[src/count_chain_pkg.sv]
package count_chain_pkg;
  // readout geometry
  localparam int DIGITS = 8;
  localparam int MUX_DIGITS = 8;
  localparam int STEP_PULSES = 7;
  localparam logic [3:0] BCD_MAX = 4'h9;
  localparam logic [3:0] BCD_ZERO = 4'h0;
  // real-time clock divider
  localparam int REF_KHZ = 100;
  localparam int TICK_HZ = 10;
  localparam int RTC_DIV = REF_KHZ * 1000 / TICK_HZ;
  localparam logic [2:0] DIG_FIRST = 3'h0;
  // readout control states
  typedef enum logic [2:0] {
    ST_IDLE = 3'b001,
    ST_HELD = 3'b010,
    ST_SCAN = 3'b100
  } readout_state_t;
  // pulse-style processor controls
  typedef struct packed {
    logic capture;
    logic step;
    logic clear;
  } proc_ctl_t;
endpackage

[src/gated_decade_count_chain.sv]
`timescale 1ns/1ps
// What this block does
// - route exactly one of two IF inputs, chosen by processor select
// - count the selected input only while the gate is active
// - first decade BCD valid only after counting stops and settles
// - first decade carry is visible at all times
// - second decade clocks third, third's outputs clock five-decade counter
// - eight BCD decades are read digit by digit after counting
// - readout points at first digit when reset pulse ends
// - capture strobe loads multiplex latches with the current count while the gate is closed
// - seven step pulses advance readout across the remaining seven digits
// - one shared reset clears every decade and the readout pointer but not the latches, asserted before each count
// - divide 100 kHz reference by ten thousand to give 10 Hz tick
module gated_decade_count_chain
  import count_chain_pkg::*;
#(
  parameter int RTC_DIVISOR = RTC_DIV
)
(
  input wire logic ref_clk,
  input wire logic rstn,
  input wire logic clk_en,
  input wire logic if_in_a,
  input wire logic if_in_b,
  input wire logic if_select,
  input wire logic gate,
  input wire logic ref_100k,
  input wire count_chain_pkg::proc_ctl_t ctl,
  output logic [3:0] first_bcd,
  output logic first_bcd_valid,
  output logic first_carry,
  output logic [3:0] mux_bcd,
  output logic [2:0] mux_digit,
  output logic rtc_tick
);
  import count_chain_pkg::*;

  // refuse a divisor the tick counter cannot serve
  if (RTC_DIVISOR < 2)
  begin : g_bad_divisor
    $error("divisor too small");
  end

  // three-stage synchronisers for pin inputs
  logic [2:0] sa, sb, sg, sr;
  logic [2:0] next_sa, next_sb, next_sg, next_sr;
  always_comb
  begin
    next_sa = {sa[1:0], if_in_a};
    next_sb = {sb[1:0], if_in_b};
    next_sg = {sg[1:0], gate};
    next_sr = {sr[1:0], ref_100k};
  end
  always_ff @(posedge ref_clk)
  begin
    if (!rstn)
    begin
      sa <= 3'h0;
      sb <= 3'h0;
      sg <= 3'h0;
      sr <= 3'h0;
    end
    else if (clk_en)
    begin
      sa <= next_sa;
      sb <= next_sb;
      sg <= next_sg;
      sr <= next_sr;
    end
  end

  // agreed levels and rising edges of filtered pins
  logic fa, fb, fg, fr, fref_prev;
  logic [1:0] next_f;
  logic [1:0] f_ab_prev;
  logic gate_lvl, sel_rise, ref_rise;
  always_comb
  begin
    next_f = {(sa[1] == sa[2]) ? sa[2] : fa, (sb[1] == sb[2]) ? sb[2] : fb};
  end
  always_ff @(posedge ref_clk)
  begin
    if (!rstn)
    begin
      fa <= 1'b0;
      fb <= 1'b0;
      fg <= 1'b0;
      fr <= 1'b0;
      f_ab_prev <= 2'h0;
      fref_prev <= 1'b0;
    end
    else if (clk_en)
    begin
      fa <= next_f[1];
      fb <= next_f[0];
      fg <= (sg[1] == sg[2]) ? sg[2] : fg;
      fr <= (sr[1] == sr[2]) ? sr[2] : fr;
      f_ab_prev <= {fa, fb};
      fref_prev <= fr;
    end
  end
  // pick one input only
  assign sel_rise = if_select ? (fb & ~f_ab_prev[0])
                              : (fa & ~f_ab_prev[1]);
  assign gate_lvl = fg;
  assign ref_rise = fr & ~fref_prev;

  // decade chain: one carry feeds the next stage
  logic [3:0] dec [DIGITS];
  logic [3:0] next_dec [DIGITS];
  logic [DIGITS:0] carry;
  assign carry[0] = sel_rise & gate_lvl;
  genvar gi;
  generate
    for (gi = 0; gi < DIGITS; gi++)
    begin : g_dec
      // wrap 9 to 0 and carry onward
      assign carry[gi+1] = carry[gi] & (dec[gi] == BCD_MAX);
      always_comb
      begin
        next_dec[gi] = dec[gi];
        if (ctl.clear)
          next_dec[gi] = BCD_ZERO;
        else if (carry[gi])
          next_dec[gi] = (dec[gi] == BCD_MAX) ? BCD_ZERO
                                              : dec[gi] + 4'h1;
      end
      always_ff @(posedge ref_clk)
      begin
        if (!rstn)
          dec[gi] <= BCD_ZERO;
        else if (clk_en)
          dec[gi] <= next_dec[gi];
      end
    end
  endgenerate

  // readout: latches, digit pointer and state
  readout_state_t st, next_st;
  logic [3:0] latch [MUX_DIGITS];
  logic [3:0] next_latch [MUX_DIGITS];
  logic [2:0] ptr, next_ptr;
  logic [3:0] next_mux;
  logic load;
  assign load = ctl.capture && !gate_lvl;
  always_comb
  begin
    next_st = st;
    next_ptr = ptr;
    case (st)
      ST_IDLE:
        if (load)
          next_st = ST_HELD;
      ST_HELD, ST_SCAN:
        if (ctl.step && ptr < 3'(STEP_PULSES))
        begin
          next_ptr = ptr + 3'h1;
          next_st = ST_SCAN;
        end
        else if (load)
        begin
          next_ptr = DIG_FIRST;
          next_st = ST_HELD;
        end
      default:
        next_st = ST_IDLE;
    endcase
    if (ctl.clear)
    begin
      next_ptr = DIG_FIRST;
      next_st = ST_IDLE;
    end
    next_mux = next_latch[next_ptr]; // shows freshly captured digit
  end
  generate
    for (gi = 0; gi < MUX_DIGITS; gi++)
    begin : g_lat
      // capture copies the live decade into its latch
      always_comb
      begin
        next_latch[gi] = latch[gi];
        if (load)
          next_latch[gi] = dec[gi];
      end
      always_ff @(posedge ref_clk)
      begin
        if (!rstn)
          latch[gi] <= BCD_ZERO;
        else if (clk_en)
          latch[gi] <= next_latch[gi];
      end
    end
  endgenerate
  always_ff @(posedge ref_clk)
  begin
    if (!rstn)
    begin
      st <= ST_IDLE;
      ptr <= DIG_FIRST;
    end
    else if (clk_en)
    begin
      st <= next_st;
      ptr <= next_ptr;
    end
  end

  // real-time clock divider
  logic [$clog2(RTC_DIVISOR)-1:0] rtc_cnt, next_rtc_cnt;
  logic next_tick;
  always_comb
  begin
    next_rtc_cnt = rtc_cnt;
    next_tick = 1'b0;
    if (ref_rise)
    begin
      if (rtc_cnt == $bits(rtc_cnt)'(RTC_DIVISOR - 1))
      begin
        next_rtc_cnt = '0;
        next_tick = 1'b1;
      end
      else
        next_rtc_cnt = rtc_cnt + 1'b1;
    end
  end

  // registered outputs
  always_ff @(posedge ref_clk)
  begin
    if (!rstn)
    begin
      rtc_cnt <= '0;
      rtc_tick <= 1'b0;
      first_bcd <= BCD_ZERO;
      first_bcd_valid <= 1'b0;
      first_carry <= 1'b0;
      mux_bcd <= BCD_ZERO;
      mux_digit <= DIG_FIRST;
    end
    else if (clk_en)
    begin
      rtc_cnt <= next_rtc_cnt;
      rtc_tick <= next_tick;
      first_bcd <= next_dec[0];
      first_bcd_valid <= !gate_lvl && !carry[0];
      first_carry <= carry[1];
      mux_bcd <= next_mux;
      mux_digit <= next_ptr;
    end
  end

  // checks
  property p_ptr_clear;
    @(posedge ref_clk) disable iff (!rstn)
    (clk_en && ctl.clear) |=> (mux_digit == DIG_FIRST);
  endproperty
  a_ptr_clear: assert property (p_ptr_clear)
    else $error("pointer not at first digit after clear");
  property p_zero;
    @(posedge ref_clk) disable iff (!rstn)
    (clk_en && ctl.clear) |=> (first_bcd == BCD_ZERO);
  endproperty
  a_zero: assert property (p_zero)
    else $error("first decade not cleared");
  property p_valid;
    @(posedge ref_clk) disable iff (!rstn)
    (clk_en && gate_lvl) |=> !first_bcd_valid;
  endproperty
  a_valid: assert property (p_valid)
    else $error("valid while gate open");
  property p_nogate;
    @(posedge ref_clk) disable iff (!rstn)
    (clk_en && !gate_lvl && !ctl.clear) |=> $stable(dec[0]);
  endproperty
  a_nogate: assert property (p_nogate)
    else $error("counted with gate closed");
  property p_bcd;
    @(posedge ref_clk) disable iff (!rstn)
    first_bcd <= BCD_MAX && mux_bcd <= BCD_MAX;
  endproperty
  a_bcd: assert property (p_bcd)
    else $error("digit outside BCD range");
  property p_step;
    @(posedge ref_clk) disable iff (!rstn)
    (clk_en && ctl.step && !ctl.clear && st != ST_IDLE
      && ptr < 3'(STEP_PULSES)) |=> (mux_digit == $past(ptr) + 3'h1);
  endproperty
  a_step: assert property (p_step)
    else $error("step did not advance digit");
  property p_load;
    @(posedge ref_clk) disable iff (!rstn)
    (clk_en && load && !ctl.step && !ctl.clear) |=>
      (mux_digit == DIG_FIRST && mux_bcd == $past(dec[0]));
  endproperty
  a_load: assert property (p_load)
    else $error("capture did not show first digit");
  property p_carry;
    @(posedge ref_clk) disable iff (!rstn)
    (clk_en && carry[0] && dec[0] == BCD_MAX) |=> first_carry;
  endproperty
  a_carry: assert property (p_carry)
    else $error("carry not shown");
  property p_tick;
    @(posedge ref_clk) disable iff (!rstn)
    rtc_tick |=> !rtc_tick;
  endproperty
  a_tick: assert property (p_tick)
    else $error("tick longer than one cycle");
  c_load: cover property (@(posedge ref_clk) clk_en && load);
  c_last: cover property (@(posedge ref_clk) mux_digit == 3'h7);
  c_tick: cover property (@(posedge ref_clk) rtc_tick);
endmodule

[config.mk]
export PLATFORM = sky130hd
export DESIGN_NAME = gated_decade_count_chain
export DESIGN_NICKNAME = d
export VERILOG_FILES = /design/src/count_chain_pkg.sv /design/src/gated_decade_count_chain.sv
export SDC_FILE = /design/constraint.sdc
export NUM_CORES = 1
export LEC_CHECK = 0
export BUFFER_PORTS_ARGS = -buffer_cell sky130_fd_sc_hd__clkbuf_2
export CAP_MARGIN = 30
export CORE_MARGIN = 4
export CORE_UTILIZATION = 58
export CTS_BUF_LIST = sky130_fd_sc_hd__clkbuf_4
export CTS_CLUSTER_SIZE = 14
export DETAILED_ROUTE_END_ITERATION = 8
export GPL_TIMING_DRIVEN = 0
export PLACE_DENSITY = 0.76
export SETUP_SLACK_MARGIN = 0.15
export SLEW_MARGIN = 40
export SYNTH_ARGS = -nofsm -noshare
export SYNTH_HDL_FRONTEND = slang
export SYNTH_SLANG_ARGS = --single-unit
[constraint.sdc]
create_clock -name ref_clk -period 2.5 [get_ports ref_clk]
set_input_delay 0.625 -clock ref_clk [delete_from_list [all_inputs] [get_ports ref_clk]]
set_output_delay 0.625 -clock ref_clk [all_outputs]
set_load 0.005 [all_outputs]
==> impl_metrics.ini, run 1 <==
[place]
dpl_cell_area_um2 = 6140
placed_cells = 736
port_buffers = 23
routabilityCongestion = 0.903
dp_hpwl_um = 9110

[route]
viasPerCell = 5.82
vias = 4554
routed_wl_um = 13000
drcViolationCount = 0
wl_per_cell_um = 16.6
ant_nets = 0
drt-pass1-iter-count = 6
drt-initial-drc-count = 255

[sta]
layout_min_cycle_time_ns = 2.54
setup_violations = 4
rsz0062_at_grt = true
slew_headroom = 0.479
max_slew.worst_pin.slew_ns = 0.780
hold_slack_ns = 0.372
skew_ns = 0.0146
hold_viol = 0
clock.fmax_mhz = 394
finalCritPeriodShare = 1.01
slew_viol_final = 0
setup_ws_ns = -0.0353

[worst_hold_path]
min_path_cells = 3
min_path_type = in -> reg
worstHoldStart = ref_100k
hold_end = sr[0]

[critical_path]
r2r_cells = 8
cp-start-kind = flop
r2r-start = dec[0][5]
r2r-end = dec[3][4]
worstPathMaxFanout = 4
critPathArrivalTime_ns = 2.72
worst_ep_required_time_ns = 2.69
path_class = reg -> reg
critPathCaptureType = flop
r2r_slack_ns = -0.04

[job]
maxCapViolCount = 0

[yosys]
synth_top_cells_by_area = edfxtp_1 (33%), dfxtp_1 (17%), mux2i_1 (7.5%)
syn_area_um2 = 5840
syn_nets = 607
ys_ff_latch = 114
synth_top_area_share = 0.329
synth.most_common_cell = nand2_1
yosys.area.top_type = edfxtp_1
synth_edf_count = 64
synthFlopType = edfxtp_1
synth_cell_types = 60
async_reset_ff_frac = 0
yosys-top-cells-count = nand2_1 (76), nor2_1 (65), edfxtp_1 (64), dfxtp_1 (50), mux2i_1 (44)
postSynthCellCount = 580
avgSynthCellArea_um2 = 10.1
yosysWarnings = 0
synth-seq-area-share = 0.500

[grt]
antenna_found_initial = 1
grt_usage = 0.238
grt_first_pass_wirelength_um = 21600
overflow = 0
grt_pass1_vias = 4490
grt_max_degree = 37

[clock_network]
cts_tree = built
clock-sinks = 114
clockBufferDepth = 2
clk_latency_ns = 0.51
clk_pin_slew_ns = 0.11
cts-root-buf = clkbuf_4
hold_buffers = 0
htreeDepth = 4
cts_buffers = 17

[die]
die_x_um = 108
die-height_um = 108
rows = 36
pin_count = 25
die_area_um2 = 11700
initial_utilization = 0.598
core_um2 = 9770

[finish]
final_cell_area_um2 = 6660
utilization = 0.681
area_growth_pct = 13.9
layout.cells.non_filler = 783
fin_nets = 663
drive_above_1_share = 0.169

[power]
pwr_density_cell_nw_per_um2 = 604
leakagePower_nw = 2.61
ir_drop_v = 0.000339

[status]
status = finished with violations
violations = setup timing
[layout by cell type (no fill, tap or decap), types with 3 or more instances in the layout]
cell type / n
bufinv_16: 4
edfxtp_1: 64
inv_1: 11
or3_1: 5
mux2i_1: 44
nand4_1: 9
a211oi_1: 3
clkinv_4: 3
ha_1: 14
mux2_2: 7
a21oi_1: 32
buf_2: 4
o21ai_0: 16
xor2_1: 10
inv_2: 3
nor2_1: 64
inv_4: 3
clkinv_2: 3
clkbuf_4: 17
nor2b_1: 28
dfxtp_1: 47
a21o_1: 8
a31oi_1: 3
nand3_1: 12
a221o_1: 4
nor3b_1: 4
nor3_1: 9
dfxtp_2: 3
o31ai_1: 4
clkbuf_1: 16
nand2_1: 73
a221oi_1: 4
xnor2_1: 13
a21boi_0: 5
clkbuf_2: 26
and2_1: 4
nand3b_1: 3
buf_4: 16
[logic make-up (layout without fill, tap and decap cells)]
logic type / count (synthesis) / after routing / share of synthesized area
other: 0 / 1 / 0
adders and majority gates: 16 / 16 / 0.0343
xor gates and xnor gates: 24 / 24 / 0.0373
buffers and inverters: 43 / 112 / 0.0308
DFF: 114 / 114 / 0.500
AOI/OAI and AO/OA: 101 / 101 / 0.119
and+or+nand+nor: 231 / 231 / 0.190
muxes: 51 / 51 / 0.0889
[worst max path at each step]
stage / from / to / cells after the start / slack, ns
floorplan: if_select / dec[3][4] / 5 / 0.01
global placement: rstn / latch[3][0] / 5 / -0.75
detailed placement: if_select / dec[3][6] / 6 / -0.42
CTS: dec[0][5] / dec[3][6] / 8 / -0.008
global route: dec[0][5] / dec[3][6] / 8 / -0.11
finish: dec[0][5] / dec[3][4] / 8 / -0.04
[registers in the layout, indices dropped and copies added, names as in the netlist, 4 cells and up]
signal,cells
dec,32
first_bcd,4
mux_bcd,4
latch,32
rtc_cnt,14
[timing repair]
action                                  CTS  global route
buffers inserted                         11             3
endpoints found under the setup margin   15            30
resized for setup                        19             8
pin swaps                                 6             1
endpoints found under the hold margin     0             0
[worst max-delay path, cell delays in order, from the launching register on]
cell      delay, ns
edfxtp_1       0.42
inv_1          0.08
ha_2           0.19
nand2_2        0.08
nor2_4         0.13
nand2_2        0.08
or4_4          0.54
or3_4          0.38
a211oi_4       0.31
[final cells by class]
| class | count | area (um2) |
|---|---|---|
| clock inverter | 15 | 188 |
| tap | 133 | 166 |
| buffer | 29 | 143 |
| clock buffer | 17 | 128 |
| multi-input combinational | 423 | 2830 |
| inverter | 14 | 52.6 |
| fill | 769 | 3120 |
| timing repair buffer | 37 | 220 |
| antenna | 1 | 2.50 |
| sequential | 114 | 2930 |
[metrics by stage]
step / TNS, ns / total power, mW / setup slack (ns)
after detailed placement: -22.77 / 2.52 / -0.422
final: -0.128 / 4.02 / -0.0353
after global routing: -0.417 / 4.18 / -0.109
after CTS: -0.0169 / 4.03 / -0.00837
after floorplan: 0 / 2.41 / 0.0138
after global placement: -33.36 / 2.50 / -0.747
[metal layers]
metal | track usage | part of all wire | up-vias
met1 | 0.292 | 0.42 | 2181
met2 | 0.412 | 0.50 | 146
li1 | - | - | 2194
met4 | 0.0911 | 0.023 | 0
met5 | 0 | 0 | -
met3 | 0.0490 | 0.054 | 33
[power breakdown]
group | leakage [nW] | total (mW) | switching, mW | internal (mW)
registers | 1.10 | 2.14 | 0.0710 | 2.07
logic | 1.34 | 0.367 | 0.218 | 0.149
clock network | 0.178 | 1.51 | 0.720 | 0.788
total | 2.61 | 4.02 | 1.01 | 3.01
(Power assumes the default switching activity.)
==> inputs of run 2 (changes only) <==
--- a/config.mk
+++ b/config.mk
@@ -14,6 +14,7 @@
 export DETAILED_ROUTE_END_ITERATION = 8
 export GPL_TIMING_DRIVEN = 0
 export PLACE_DENSITY = 0.76
+export RECOVER_POWER = 100
 export SETUP_SLACK_MARGIN = 0.15
 export SLEW_MARGIN = 40
 export SYNTH_ARGS = -nofsm -noshare
==> impl_metrics.ini, run 2 (synthesis results as in run 1) <==
[sta]
finalCritPeriodShare = 1.01
layout_min_cycle_time_ns = 2.53
clock.fmax_mhz = 396
hold_viol = 0
setup_ws_ns = -0.0270
skew_ns = 0.0134
setup_violations = 4
rsz0062_at_grt = true
slew_headroom = 0.475
slew_viol_final = 0
max_slew.worst_pin.slew_ns = 0.786

[clock_network]
clock-sinks = 114
cts_buffers = 17
htreeDepth = 4
cts-root-buf = clkbuf_4
clk_latency_ns = 0.51
clockBufferDepth = 2
clk_pin_slew_ns = 0.11
cts_tree = built

[critical_path]
worstPathMaxFanout = 4
path_class = reg -> reg
critPathCaptureType = flop
crit_top_cell = nand2_2
r2r-start = dec[0][5]
r2r_cells = 8
r2r_slack_ns = -0.03
r2r-end = dec[3][4]
worst_ep_required_time_ns = 2.68
critPathMaxStageDelay_ns = 0.54
path_cells = inv_1 > ha_2 > nand2_2 > nor2_4 > nand2_2 > or4_4 > or3_4 > a211oi_4
critPathArrivalTime_ns = 2.71
cp-start-kind = flop
slowest_stage = or4_4

[die]
die_area_um2 = 11700
die_x_um = 108
rows = 36
initial_utilization = 0.598
core_um2 = 9770
pin_count = 25
die-height_um = 108

[power]
leakagePower_nw = 2.58
pwr_density_cell_nw_per_um2 = 606
ir_drop_v = 0.000340
total_power_mw = 4.02

[finish]
layout_common_cells = nand2_1 (73), nor2_1 (64), edfxtp_1 (64)
fin_nets = 663
layout.cells.most_common = nand2_1
area_growth_pct = 13.5
drive_above_1_share = 0.154
reg_top3 = dec (32), latch (32), rtc_cnt (14)

[worst_hold_path]
min_path_cells = 3
worstHoldStart = ref_100k
hold_end = sr[0]
min_path_type = in -> reg

[grt]
grt_usage = 0.238
antenna_found_initial = 1
grt_pass1_vias = 4490
grt_first_pass_wirelength_um = 21600
grt_max_degree = 37
overflow = 0

[route]
viasPerCell = 5.81
ant_nets = 0
drcViolationCount = 0
drt-pass1-iter-count = 5
routed_wl_um = 13000
drt-initial-drc-count = 266
wl_per_cell_um = 16.6
vias = 4548

[place]
pre_cts_ws_ns = -0.422
port_buffers = 23
routabilityCongestion = 0.903
dp_hpwl_um = 9110

[status]
violations = setup timing
status = finished with violations

[job]
maxCapViolCount = 0
run 2: how the worst max path moves through the flow:
| stage | start | end | slack [ns] | depth (start not counted) |
|---|---|---|---|---|
| global route | dec[0][5] | dec[3][6] | -0.11 | 8 |
| floorplan | if_select | dec[3][4] | 0.01 | 5 |
| global placement | rstn | latch[3][0] | -0.75 | 5 |
| finish | dec[0][5] | dec[3][4] | -0.03 | 8 |
| CTS | dec[0][5] | dec[3][6] | -0.008 | 8 |
| detailed placement | if_select | dec[3][6] | -0.42 | 6 |
run 2: cell type report:
type	instances	area (um2)
Antenna cell	1	2.50
Sequential cell	114	2930
Tap cell	133	166
Fill cell	775	3140
Timing Repair Buffer	37	211
Multi-Input combinational cell	423	2820
Inverter	14	52.6
Clock buffer	17	128
Buffer	29	140
Clock inverter	15	188
run 2: per-stage QoR:
stage / setup TNS, ns / instance area [um2] / hold slack (ns) / util / std cells
global placement: -33.36 / 6140 / 0.432 / 0.628 / 736
floorplan: 0 / 5860 / 0.449 / - / 580
global route: -0.454 / 6630 / 0.369 / 0.679 / 783
detailed placement: -22.77 / 6140 / 0.443 / 0.628 / 736
CTS: -0.0169 / 6610 / 0.350 / 0.677 / 779
finish: -0.0936 / 6630 / 0.376 / 0.679 / 783
run 2: report_power, final:
group	internal, mW	switching [mW]	total, mW
logic	0.148	0.218	0.366
clock network	0.788	0.720	1.51
registers	2.07	0.0712	2.14
run 2: worst max-delay path, delay by kind of cell, from the launching register on:
kind | cells | cell delay (ns)
buf+inv | 1 | 0.08
compound gates | 1 | 0.31
flops | 1 | 0.42
simple gates | 5 | 1.21
fa+ha+maj | 1 | 0.19
run 2: layer usage:
metal  up-vias  wire length, um  global-route usage
met5         -                0                   0
met1      2196             5480               0.292
met4         0              242              0.0911
met3        29              694              0.0490
met2       126             6610               0.412
li1       2197                -                   -
run 2: what timing repair did:
item | CTS | global route
hold buffers | 0 | 0
pin swaps | 6 | 1
buffers inserted | 11 | 3
setup endpoints to repair | 15 | 30
resized for setup | 19 | 8
hold endpoints to repair | 0 | 0
==> inputs of run 3 (changes only) <==
--- a/config.mk
+++ b/config.mk
@@ -13,7 +13,7 @@
 export CTS_CLUSTER_SIZE = 14
 export DETAILED_ROUTE_END_ITERATION = 8
 export GPL_TIMING_DRIVEN = 0
-export PLACE_DENSITY = 0.76
+export PLACE_DENSITY = 0.9
 export RECOVER_POWER = 100
 export SETUP_SLACK_MARGIN = 0.15
 export SLEW_MARGIN = 40
==> impl_metrics.ini, run 3 (synthesis results as in run 1) <==
[status]
status = finished with violations
violations = setup timing

[sta]
skew_ns = 0.0144
layout_min_cycle_time_ns = 2.58
slew_headroom = 0.470
finalCritPeriodShare = 1.03
max_slew.worst_pin.slew_ns = 0.795
setup_violations = 8
setup_ws_ns = -0.0781
rsz0062_at_grt = true
clock.fmax_mhz = 388
hold_slack_ns = 0.377
slew_viol_final = 0
finalSetupTns_ns = -0.541
hold_viol = 0

[clock_network]
cts-root-buf = clkbuf_4
cts_buffers = 17
clk_latency_ns = 0.51
clockBufferDepth = 2
clk_pin_slew_ns = 0.11
cts_tree = built
clock-sinks = 114
htreeDepth = 4

[route]
viasPerCell = 6.05
drcViolationCount = 0
highest-signal-layer = met4
route.met2.wl_um = 6650
route.met3.wl_um = 1050
vias = 4743
drt-met1-wl_um = 5650
wl_per_cell_um = 17.6
drt-initial-drc-count = 427
ant_nets = 0
routed_wl_um = 13800
drt-pass1-iter-count = 5

[power]
total_power_mw = 3.80
leakagePower_nw = 2.55
ir_drop_v = 0.000340
pwr_density_cell_nw_per_um2 = 577

[die]
core_um2 = 9770
die_x_um = 108
die_area_um2 = 11700
initial_utilization = 0.598
rows = 36
die-height_um = 108
pin_count = 25

[critical_path]
r2r_cells = 5
path_cells = nor4_4 > nand2_2 > or4_4 > or3_4 > a211oi_4
critPathCapture = dec[3][7]
crit_cells = 5
r2r-end = dec[3][7]
critPathCaptureType = flop
cp-start-kind = flop
r2r-start = dec[1][2]
r2r_slack_ns = -0.08
worstPathMaxFanout = 8
critPathArrivalTime_ns = 2.77
worst_ep_required_time_ns = 2.69
cp-startpoint = dec[1][2]
path_class = reg -> reg
slowest_stage = edfxtp_1
critPathMaxStageDelay_ns = 0.56
path_delay_family = simple AND/OR/NAND/NOR gates
path_buf_inv = 0

[finish]
num-fill-cells = 713
fin_nets = 665
layout_common_cells = nand2_1 (73), nor2_1 (64), edfxtp_1 (64)
area_growth_pct = 12.9
layout.cells.non_filler = 784
reg_top3 = dec (32), latch (32), rtc_cnt (14)
seq_area_um2 = 2920
antenna_cells = 0
multiInputGateArea_um2 = 2850
drive_above_1_share = 0.146
layout.cells.most_common = nand2_1
final_cell_area_um2 = 6590
utilization = 0.675

[place]
pre_cts_ws_ns = -0.412
routabilityCongestion = 0.960
dp_hpwl_um = 9410
dpl_cell_area_um2 = 6140
port_buffers = 23
placed_cells = 736

[grt]
grt_max_degree = 37
antenna_found_initial = 0
grt_first_pass_wirelength_um = 22500
overflow = 0
grt_usage = 0.246
grt_pass1_vias = 4635

[worst_hold_path]
min_path_cells = 3
min_path_type = in -> reg
worstHoldStart = gate

[job]
maxCapViolCount = 0
-- run 3: changes by cell type in the layout (fill, tap and decap cells not counted), moves of 2 or more --
| cell | before | now |
|---|---|---|
| dfxtp_2 | 3 | 0 |
| inv_6 | 0 | 5 |
| bufinv_16 | 4 | 1 |
| buf_2 | 4 | 2 |
| dfxtp_1 | 47 | 50 |
| clkbuf_1 | 26 | 32 |
-- run 3: final cells by class --
cell class	count	area share
clock inverters	15	0.0197
inverters	14	0.00797
well taps	133	0.0252
plain buffers	29	0.0195
repair buffers	39	0.0334
clock buffers	17	0.0194
multi-input cells	423	0.431
flip-flops and latches	114	0.443
-- run 3: how the worst min path moves through the flow --
stage	endpoint	slack, ns
2_1_floorplan	mux_bcd[3]	0.45
3_3_place_gp	first_bcd[2]	0.44
3_5_place_dp	first_bcd[1]	0.44
4_1_cts	sa[0]	0.35
5_1_grt	sb[0]	0.37
6_report	sg[0]	0.38
-- run 3: layer usage --
| metal | global-route usage | up-vias |
|---|---|---|
| li1 | - | 2202 |
| met1 | 0.308 | 2278 |
| met2 | 0.405 | 220 |
| met3 | 0.0585 | 43 |
| met4 | 0.112 | 0 |
| met5 | 0 | - |
-- run 3: what timing repair did --
action | 4_1_cts | 5_1_grt
cloned | 0 | 0
pin swaps | 6 | 4
setup endpoints to repair | 15 | 35
hold buffers | 0 | 0
buffers inserted | 13 | 3
resized for setup | 16 | 10
-- run 3: where the power goes --
group          leakage, nW  switching [mW]  internal (mW)
Sequential            1.10          0.0733           2.07
Clock                0.150           0.779          0.505
Combinational         1.30           0.225          0.148
-- run 3: tightest hold or removal path: stages --
cell      delay [ns]
clkbuf_2        0.08
mux2i_1         0.06
nor2b_1         0.10
